<file path="src/spt_pkg.sv">
// Constants, field layouts and carrier types of the segment/page translator.
// Assumes one core clock; bit 0 of every documented field is the MSB here.
package spt_pkg;

  // Segment register file and lookaside buffer sizes
  localparam int SR_COUNT = 16;
  localparam int SR_IDX_W = 4;
  localparam int TLB_ENTRIES = 4;
  localparam int TLB_IDX_W = 2;

  // Segment descriptor type codes
  localparam logic SEG_MEMORY = 1'b0;
  localparam logic SEG_DIRECT = 1'b1;

  // Values after reset
  localparam logic [31:0] SR_RESET = 32'h0000_0000;
  localparam logic [TLB_IDX_W-1:0] REPL_RESET = 2'h0;

  // Effective address: segment index, page index, byte offset
  typedef struct packed {
    logic [3:0] sr_index;
    logic [15:0] page_index;
    logic [11:0] byte_offset;
  } spt_eaddr_t;

  // Memory-segment descriptor, 32 bits
  typedef struct packed {
    logic segment_type_bit;
    logic supervisor_key;
    logic user_key;
    logic no_execute_bit;
    logic [3:0] reserved;
    logic [23:0] virtual_segment_id;
  } spt_seg_desc_t;

  // Page table entry word 0
  typedef struct packed {
    logic entry_valid;
    logic [23:0] virtual_segment_id;
    logic hash_select;
    logic [5:0] abbreviated_page_index;
  } spt_pte_w0_t;

  // Page table entry word 1
  typedef struct packed {
    logic [19:0] physical_page_number;
    logic [2:0] reserved_a;
    logic referenced_bit;
    logic changed_bit;
    logic [3:0] cache_mode_bits;
    logic reserved_b;
    logic [1:0] page_protection_bits;
  } spt_pte_w1_t;

  // Full 64-bit entry, word 0 in the upper half
  typedef struct packed {
    spt_pte_w0_t w0;
    spt_pte_w1_t w1;
  } spt_pte_t;

  // Virtual page number: segment id then page index
  typedef logic [39:0] spt_vpn_t;

  // Access request from the fetch or data path
  typedef struct packed {
    spt_eaddr_t ea;
    logic is_fetch;
    logic is_write;
    logic supervisor;
  } spt_req_t;

  // How an access was resolved
  typedef enum logic [2:0] {
    KIND_REAL = 3'h0,
    KIND_BLOCK = 3'h1,
    KIND_PAGE = 3'h2,
    KIND_DIRECT = 3'h3,
    KIND_FAULT = 3'h4
  } spt_kind_t;

  // Translation result
  typedef struct packed {
    logic [31:0] phys_addr;
    spt_kind_t kind;
    logic [3:0] cache_mode_bits;
    logic [1:0] page_protection_bits;
    logic supervisor_key;
    logic user_key;
    logic no_execute_bit;
  } spt_rsp_t;

  // Translator states, one-hot
  typedef enum logic [2:0] {
    S_IDLE = 3'b001,
    S_WALK = 3'b010,
    S_HIST = 3'b100
  } spt_state_t;

endpackage : spt_pkg

</file>
<file path="src/spt_translate.sv">
// Segment and page address translation front end with a small lookaside
// buffer. Assumes the core presents one access at a time and that an outer
// walker hashes and fetches entry groups and performs history writes.
// Function
// - Descriptor type bit 0 means memory segment, 1 means direct-store.
// - Translation disabled for the access kind selects real addressing.
// - Enabled, no block hit, type clear: do page translation.
// - Enabled, type set: route to direct-store space, no paging.
// - Address bits 0-3 pick a segment register supplying the segment id.
// - Segment id joined with address bits 4-19 forms the virtual page.
// - Virtual page looks up an entry in buffer or table for page number.
// - Physical address is page number followed by address bits 20-31.
// - Sixteen 32-bit on-chip segment registers hold descriptors.
// - Descriptor fields: keys, no-execute, reserved, segment id bits 8-31.
// - Any copies of segment registers stay consistent on every write.
// - Segment register access takes effect only in supervisor mode.
// - A page table entry is 64 bits made of two words.
// - Word 0 holds valid, segment id, hash select, abbreviated index.
// - Word 1 holds page number, history bits, cache mode, protection.
// - Entry matches only if id, hash, valid and abbreviated index agree.
// - Only the abbreviated index is compared; low ten bits go to hash.
// - Lookaside buffer is searched first; a hit skips the table search.
// - History recorded only for page-translated accesses.
// - History updated only while the relevant translation enable is 1.
// - History 00: update R, or R and C on write; 10: C on write.
// - History 11 needs no update for either reads or writes.
module spt_translate (
  input wire logic i_clk,
  input wire logic i_rst_n,
  // Access request
  input wire logic i_req_valid,
  input wire spt_pkg::spt_req_t i_req,
  output logic o_req_ready,
  input wire logic i_instruction_translation_enable,
  input wire logic i_data_translation_enable,
  input wire logic i_block_translation_hit,
  input wire logic [31:0] i_block_translation_addr,
  output logic o_rsp_valid,
  output spt_pkg::spt_rsp_t o_rsp,
  // Segment register access
  input wire logic i_sr_wr,
  input wire logic i_sr_rd,
  input wire logic [spt_pkg::SR_IDX_W-1:0] i_sr_idx,
  input wire logic [31:0] i_sr_wdata,
  input wire logic i_sr_supervisor,
  output logic [31:0] o_sr_rdata,
  output logic o_sr_denied,
  input wire logic i_tlb_flush,
  // Page table search
  output logic o_walk_req,
  output spt_pkg::spt_vpn_t o_walk_vpn,
  input wire logic i_walk_valid,
  input wire logic i_walk_found,
  input wire logic i_walk_hash,
  input wire spt_pkg::spt_pte_t i_walk_pte,
  // History write-back
  output logic o_hist_req,
  output spt_pkg::spt_vpn_t o_hist_vpn,
  output spt_pkg::spt_pte_w1_t o_hist_word1,
  input wire logic i_hist_ack
);
  import spt_pkg::*;

  // Entry check against the searched segment and page
  function automatic logic pte_match(input spt_pte_w0_t w0,
                                     input spt_seg_desc_t sd,
                                     input spt_eaddr_t ea,
                                     input logic hash);
    pte_match = w0.entry_valid
      && (w0.virtual_segment_id == sd.virtual_segment_id)
      && (w0.hash_select == hash)
      && (w0.abbreviated_page_index == ea.page_index[15:10]);
  endfunction : pte_match

  // Whether the history bits call for a table update
  function automatic logic hist_needed(input spt_pte_w1_t w1,
                                       input logic wr);
    hist_needed = !w1.referenced_bit || (wr && !w1.changed_bit);
  endfunction : hist_needed

  // History bits after the access
  function automatic spt_pte_w1_t hist_set(input spt_pte_w1_t w1,
                                           input logic wr);
    hist_set = w1;
    hist_set.referenced_bit = 1'b1;
    hist_set.changed_bit = w1.changed_bit | wr;
  endfunction : hist_set

  // Result of a page-translated access
  function automatic spt_rsp_t page_rsp(input spt_pte_w1_t w1,
                                        input spt_seg_desc_t sd,
                                        input spt_eaddr_t ea);
    page_rsp.phys_addr = {w1.physical_page_number, ea.byte_offset};
    page_rsp.kind = KIND_PAGE;
    page_rsp.cache_mode_bits = w1.cache_mode_bits;
    page_rsp.page_protection_bits = w1.page_protection_bits;
    page_rsp.supervisor_key = sd.supervisor_key;
    page_rsp.user_key = sd.user_key;
    page_rsp.no_execute_bit = sd.no_execute_bit;
  endfunction : page_rsp

  // Result of an access that bypasses paging
  function automatic spt_rsp_t flat_rsp(input spt_kind_t kind,
                                        input logic [31:0] pa,
                                        input spt_seg_desc_t sd);
    flat_rsp.phys_addr = pa;
    flat_rsp.kind = kind;
    flat_rsp.cache_mode_bits = 4'h0;
    flat_rsp.page_protection_bits = 2'h0;
    flat_rsp.supervisor_key = sd.supervisor_key;
    flat_rsp.user_key = sd.user_key;
    flat_rsp.no_execute_bit = sd.no_execute_bit;
  endfunction : flat_rsp

  // One shared descriptor file serves fetch and data, so no copy can drift
  logic [31:0] sr_q [SR_COUNT];
  logic [31:0] sr_d [SR_COUNT];
  logic tlb_v_q [TLB_ENTRIES];
  logic tlb_v_d [TLB_ENTRIES];
  spt_vpn_t tlb_vpn_q [TLB_ENTRIES];
  spt_vpn_t tlb_vpn_d [TLB_ENTRIES];
  spt_pte_w1_t tlb_w1_q [TLB_ENTRIES];
  spt_pte_w1_t tlb_w1_d [TLB_ENTRIES];
  logic [TLB_IDX_W-1:0] repl_q, repl_d;
  spt_state_t state_q, state_d;
  spt_req_t req_q, req_d;
  spt_seg_desc_t desc_q, desc_d;
  spt_vpn_t vpn_q, vpn_d;
  spt_pte_w1_t w1_q, w1_d;
  logic rsp_valid_q, rsp_valid_d;
  spt_rsp_t rsp_q, rsp_d;
  logic [31:0] sr_rd_q, sr_rd_d;
  logic sr_denied_q, sr_denied_d;

  // Lookup scratch
  spt_seg_desc_t desc;
  spt_vpn_t virtual_page_number;
  logic tr_en;
  logic hit;
  logic [TLB_IDX_W-1:0] hit_idx;
  spt_pte_w1_t hit_w1;

  // Next-state logic for the whole translator
  always_comb begin
    sr_d = sr_q;
    tlb_v_d = tlb_v_q;
    tlb_vpn_d = tlb_vpn_q;
    tlb_w1_d = tlb_w1_q;
    repl_d = repl_q;
    state_d = state_q;
    req_d = req_q;
    desc_d = desc_q;
    vpn_d = vpn_q;
    w1_d = w1_q;
    rsp_valid_d = 1'b0;
    rsp_d = rsp_q;
    sr_rd_d = sr_rd_q;
    sr_denied_d = 1'b0;
    hit = 1'b0;
    hit_idx = '0;
    hit_w1 = tlb_w1_q[0];

    // User-mode descriptor access is dropped and flagged
    if (i_sr_wr || i_sr_rd) begin
      if (i_sr_supervisor) begin
        if (i_sr_wr) begin
          sr_d[i_sr_idx] = i_sr_wdata;
        end
        if (i_sr_rd) begin
          sr_rd_d = sr_q[i_sr_idx];
        end
      end else begin
        sr_denied_d = 1'b1;
      end
    end

    // Segment selection and virtual page formation
    desc = spt_seg_desc_t'(sr_q[i_req.ea.sr_index]);
    virtual_page_number = {desc.virtual_segment_id, i_req.ea.page_index};
    tr_en = i_req.is_fetch ? i_instruction_translation_enable
                           : i_data_translation_enable;

    // Fully associative search; entries hold distinct pages
    for (int i = 0; i < TLB_ENTRIES; i++) begin
      if (tlb_v_q[i] && (tlb_vpn_q[i] == virtual_page_number)) begin
        hit = 1'b1;
        hit_idx = TLB_IDX_W'(i);
        hit_w1 = tlb_w1_q[i];
      end
    end

    unique case (state_q)
      S_IDLE: begin
        if (i_req_valid) begin
          req_d = i_req;
          desc_d = desc;
          vpn_d = virtual_page_number;
          if (!tr_en) begin
            rsp_valid_d = 1'b1;
            rsp_d = flat_rsp(KIND_REAL, i_req.ea, desc);
          end else if (desc.segment_type_bit == SEG_DIRECT) begin
            rsp_valid_d = 1'b1;
            rsp_d = flat_rsp(KIND_DIRECT, i_req.ea, desc);
          end else if (i_block_translation_hit) begin
            rsp_valid_d = 1'b1;
            rsp_d = flat_rsp(KIND_BLOCK, i_block_translation_addr, desc);
          end else if (hit) begin
            // Buffer copy answers; history bits judged on that copy
            if (hist_needed(hit_w1, i_req.is_write)) begin
              w1_d = hist_set(hit_w1, i_req.is_write);
              tlb_w1_d[hit_idx] = hist_set(hit_w1, i_req.is_write);
              state_d = S_HIST;
            end else begin
              rsp_valid_d = 1'b1;
              rsp_d = page_rsp(hit_w1, desc, i_req.ea);
            end
          end else begin
            state_d = S_WALK;
          end
        end
      end
      S_WALK: begin
        if (i_walk_valid) begin
          if (i_walk_found && pte_match(i_walk_pte.w0, desc_q, req_q.ea,
                                        i_walk_hash)) begin
            tlb_v_d[repl_q] = 1'b1;
            tlb_vpn_d[repl_q] = vpn_q;
            tlb_w1_d[repl_q] = hist_set(i_walk_pte.w1, req_q.is_write);
            repl_d = repl_q + TLB_IDX_W'(1);
            if (hist_needed(i_walk_pte.w1, req_q.is_write)) begin
              w1_d = hist_set(i_walk_pte.w1, req_q.is_write);
              state_d = S_HIST;
            end else begin
              rsp_valid_d = 1'b1;
              rsp_d = page_rsp(i_walk_pte.w1, desc_q, req_q.ea);
              state_d = S_IDLE;
            end
          end else begin
            // No matching entry: report a page fault to the core
            rsp_valid_d = 1'b1;
            rsp_d = flat_rsp(KIND_FAULT, req_q.ea, desc_q);
            state_d = S_IDLE;
          end
        end
      end
      S_HIST: begin
        if (i_hist_ack) begin
          rsp_valid_d = 1'b1;
          rsp_d = page_rsp(w1_q, desc_q, req_q.ea);
          state_d = S_IDLE;
        end
      end
    endcase

    // Flush wins over a same-cycle install; stale copies must not survive
    if (i_tlb_flush) begin
      for (int i = 0; i < TLB_ENTRIES; i++) begin
        tlb_v_d[i] = 1'b0;
      end
    end
  end

  // State registers
  always_ff @(posedge i_clk or negedge i_rst_n) begin
    if (!i_rst_n) begin
      for (int i = 0; i < SR_COUNT; i++) begin
        sr_q[i] <= SR_RESET;
      end
      for (int i = 0; i < TLB_ENTRIES; i++) begin
        tlb_v_q[i] <= 1'b0;
        tlb_vpn_q[i] <= '0;
        tlb_w1_q[i] <= '0;
      end
      repl_q <= REPL_RESET;
      state_q <= S_IDLE;
      req_q <= '0;
      desc_q <= '0;
      vpn_q <= '0;
      w1_q <= '0;
      rsp_valid_q <= 1'b0;
      rsp_q <= '0;
      sr_rd_q <= SR_RESET;
      sr_denied_q <= 1'b0;
    end else begin
      sr_q <= sr_d;
      tlb_v_q <= tlb_v_d;
      tlb_vpn_q <= tlb_vpn_d;
      tlb_w1_q <= tlb_w1_d;
      repl_q <= repl_d;
      state_q <= state_d;
      req_q <= req_d;
      desc_q <= desc_d;
      vpn_q <= vpn_d;
      w1_q <= w1_d;
      rsp_valid_q <= rsp_valid_d;
      rsp_q <= rsp_d;
      sr_rd_q <= sr_rd_d;
      sr_denied_q <= sr_denied_d;
    end
  end

  // Handshakes from state, data from flops
  assign o_req_ready = (state_q == S_IDLE) && !rsp_valid_q;
  assign o_rsp_valid = rsp_valid_q;
  assign o_rsp = rsp_q;
  assign o_sr_rdata = sr_rd_q;
  assign o_sr_denied = sr_denied_q;
  assign o_walk_req = (state_q == S_WALK);
  assign o_walk_vpn = vpn_q;
  assign o_hist_req = (state_q == S_HIST);
  assign o_hist_vpn = vpn_q;
  assign o_hist_word1 = w1_q;

endmodule : spt_translate

</file>
<file path="config.mk">
export PLATFORM = sky130hd
export DESIGN_NAME = spt_translate
export DESIGN_NICKNAME = d
export VERILOG_FILES = /design/src/spt_pkg.sv /design/src/spt_translate.sv
export SDC_FILE = /design/constraint.sdc
export NUM_CORES = 2
export LEC_CHECK = 0
export ABC_AREA = 1
export BUFFER_PORTS_ARGS = -buffer_cell sky130_fd_sc_hd__clkbuf_2
export CAP_MARGIN = 5
export CORE_MARGIN = 4
export CORE_UTILIZATION = 55
export DETAILED_ROUTE_END_ITERATION = 6
export PLACE_DENSITY_LB_ADDON = 0.2
export SYNTH_ARGS = -nofsm -noshare
export SYNTH_HDL_FRONTEND = slang
export SYNTH_SLANG_ARGS = --single-unit
</file>
<file path="constraint.sdc">
create_clock -name i_clk -period 6.99 [get_ports i_clk]
set_input_delay 0.699 -clock i_clk [delete_from_list [all_inputs] [get_ports i_clk]]
set_output_delay 0.699 -clock i_clk [all_outputs]
set_load 0.005 [all_outputs]
</file>
==> results.sh <==
export IMPL_netlist_top_cells_area="dfrtp_1 45%, nand2_1 17%, o21ai_0 7.6%"
export IMPL_wl_per_cell_um=22.14
export IMPL_start_util_pct=55.82
export IMPL_stdcell_count=8741
export IMPL_hold_class="input port to asynchronous set/reset pin"
export IMPL_synth_fa_ha_area_share_pct=0.09217
export IMPL_synth_edf_count=0
export IMPL_grt_max_degree=159
export IMPL_n_fill_cell=8825
export IMPL_firstDrtPassIters=7
export IMPL_numCtsBuffers=107
export IMPL_yosysMostFrequentCell="nand2_1"
export IMPL_synth_simple_gate_area_share_pct=29.54
export IMPL_cts_sinks=979
export IMPL_antenna_found_initial=6
export IMPL_setup_tns_ns=0
export IMPL_overflow=0
export IMPL_cp_start_kind="input port"
export IMPL_routabilityCongestion=0.9603
export IMPL_vias_per_cell=6.057
export IMPL_skew_ns=0.03576
export IMPL_total_leakage_power_nw=29.54
export IMPL_cts_tree="done"
export IMPL_area_growth_pct=9.781
export IMPL_cts_resized_gates=0
export IMPL_ys_ff_latch=979
export IMPL_cts_htree_levels=3
export IMPL_required_ns=7.55
export IMPL_final_layout_size_suffix_gt1_share_pct=11.35
export IMPL_die_area_um2=103800
export IMPL_synth_xor_area_share_pct=0.6613
export IMPL_slew_violations=0
export IMPL_insertion_delay_ns=0.71
export IMPL_postCtsSetupRepairBufs=0
export IMPL_avgSynthCellArea_um2=7.386
export IMPL_synth_top_family_by_area="simple AND/OR/NAND/NOR gates"
export IMPL_layout_nets=7554
export IMPL_max_freq_ghz=0.1938
export IMPL_worst_ep_arrival_time_ns=5.72
export IMPL_final_hold_viol_count=0
export IMPL_synth_area_leader_cell="dfrtp_1"
export IMPL_peakVddDrop_mv=0.2538
export IMPL_wirelength_um=193500
export IMPL_synth_common_cells="2510 x nand2_1, 978 x dfrtp_1, 829 x o21ai_0"
export IMPL_dp_hpwl_um=122600
export IMPL_status="finished, final reports clean"
export IMPL_vias=52940
export IMPL_critPathCaptureType="register"
export IMPL_core_area_um2=97280
export IMPL_place_inst=8536
export IMPL_grt_pass1_vias=49550
export IMPL_finalPower_mw=18.75
export IMPL_critical_path_class="input port to register"
export IMPL_core_rowCount=114
export IMPL_ctsRootBufferMaster="clkbuf_16"
export IMPL_numPortBuffers=372
export IMPL_async_flop_share_pct=100.0
export IMPL_clock_path_buffers=3
export IMPL_fp_dieH_um=322.2
export IMPL_period_share_pct=73.84
export IMPL_grt_total_usage_pct=36.61
export IMPL_pin_count=374
export IMPL_drv_cap=0
export IMPL_setup_viol=0
export IMPL_finalCriticalPeriod_ns=5.161
export IMPL_grt_setup_unrepaired="no"
export IMPL_synthesis_nets=7537
export IMPL_die_x_um=322.2
export IMPL_synth_area_um2=54300
export IMPL_post_route_drc_count=0
export IMPL_synth_top_area_share_pct=45.07
export IMPL_p_per_area_nw_per_um2=314.5
export IMPL_path_clk_slew_ns=0.06
export IMPL_grt_pass1_wl_um=294900
export IMPL_postCtsHoldBufs=0
export IMPL_synth_compound_area_share_pct=14.48
export IMPL_synthMuxAreaShare_pct=0.07373
export IMPL_yosys_warnings=0
export IMPL_syn_inst=7352
export IMPL_worst_pin_slew_ns=1.172
export IMPL_ys_types=62
export IMPL_timing_slew_headroom_pct=21.44
export IMPL_drt_iter0_drc=7096
export IMPL_synthFlopType="dfrtp_1"
export IMPL_postRouteAntennaNets=0
export IMPL_synth_seq_area_share_pct=45.12
export IMPL_worstPathMaxFanout=51
state kept, by name (all words and copies together) (netlist names), 3 cells and up:
register and flops:
sr_q 512, tlb_vpn_q 160, tlb_w1_q 128, o_rsp 44
o_hist_word1 32, o_sr_rdata 32, req_q 32, desc_q 27
tlb_v_q 4, state_q 3
worst max-delay path, cell delays in order:
cell	delay, ns
clkbuf_8	0.26
inv_6	0.46
buf_4	0.36
nand2_1	0.08
nand3_1	0.07
nand3_1	0.11
nand3_1	0.43
nand2_2	0.24
nand2_1	0.16
nand3_1	0.08
nand3b_1	0.21
nor2_4	0.32
nand2_2	0.48
inv_2	0.35
nand3_1	0.14
nand2_2	0.13
nand4_4	0.69
nand2_1	0.26
nand2_1	0.09
worst paths after layout:
| path | from | cells after the start | slack (ns) | end |
|---|---|---|---|---|
| worst min-delay path | i_rst_n | 1 | 0.05 | tlb_vpn_q[26] |
| worst max-delay path | i_req[31] | 19 | 1.83 | tlb_w1_q[75] |
| min in group i_clk | i_sr_supervisor | 2 | 0.19 | o_sr_denied |
| worst min register to register | tlb_w1_q[104] | 2 | 0.46 | tlb_w1_q[104] |
| max in group asynchronous | i_rst_n | 3 | 5.30 | sr_q[223] |
| worst max register to register | req_q[27] | 15 | 2.39 | tlb_w1_q[75] |
where the power goes:
| group | total (mW) | leakage (nW) | internal [mW] | switching (mW) |
|---|---|---|---|---|
| registers | 7.52 | 12.9 | 6.73 | 0.797 |
| clock network | 5.87 | 1.78 | 3.43 | 2.44 |
| logic | 5.36 | 14.9 | 1.67 | 3.69 |
| total | 18.7 | 29.5 | 11.8 | 6.93 |
layout make-up:
| type | instances | area [um^2] | area share (%) |
|---|---|---|---|
| diodes | 4 | 10.01 | 0.01679 |
| well taps | 1276 | 1597 | 2.678 |
| inverters | 671 | 2529 | 4.242 |
| repair buffers | 471 | 2839 | 4.762 |
| clock inverters | 36 | 440.4 | 0.7388 |
| multi-input cells | 5139 | 24510 | 41.12 |
| flip-flops and latches | 979 | 24500 | 41.10 |
| clock buffers | 165 | 3188 | 5.348 |
through the flow:
step                      util [%]  setup slack [ns]  hold WS (ns)  cell area [um^2]
after floorplan                  -             3.736        0.4034             54300
after global placement       57.54             1.429        0.4328             55970
after detailed placement     57.54             1.330        0.4411             55970
after CTS                    61.27             2.049       0.03450             59600
after global routing         61.28             1.591       0.09728             59610
final                        61.28             1.829       0.04878             59610
kinds of logic (layout without fill, tap and decap cells):
group,after synthesis,after routing
AO/OA/AOI/OAI,1357,1357
XOR/XNOR,41,41
adder cells (fa/ha/maj),4,4
buffers and inverters,1234,1343
flip-flops,979,979
multiplexers,4,4
other,0,4
AND/OR/NAND/NOR,3733,3733
layout by cell type, fill, tap and decap left out, types with 5 or more instances in the layout:
master and n:
nand2_1 2488, dfrtp_1 978, o21ai_0 829, inv_1 650, nand3_1 546, clkbuf_2 368
nor2_1 255, nand4_1 190, a22oi_1 136, a21oi_1 111, clkbuf_16 109, o221ai_1 88
buf_4 83, o211ai_1 80, nand2_2 77, or2_2 42, o21ai_1 42, clkbuf_1 31
nand3_2 30, nand3b_1 26, clkbuf_8 26, xor2_1 24, a41oi_1 24, o22ai_1 23
nor3_1 20, clkinv_2 18, xnor2_1 17, buf_12 17, inv_2 16, nor2_4 12
a221oi_1 10, bufinv_16 8, nor4_1 7, a21boi_0 7, and2_1 6, nand2_4 5
clkinvlp_4 5
per-layer routing:
| metal | share of wire (%) | GRT usage, % | up-vias |
|---|---|---|---|
| met4 | 5.4 | 18.13 | 2 |
| met3 | 11 | 6.563 | 618 |
| met1 | 39 | 49.54 | 25130 |
| li1 | - | - | 24040 |
| met5 | 0.0067 | 0 | - |
| met2 | 45 | 57.25 | 3153 |
Note: power is estimated with default switching activity, not from simulation.
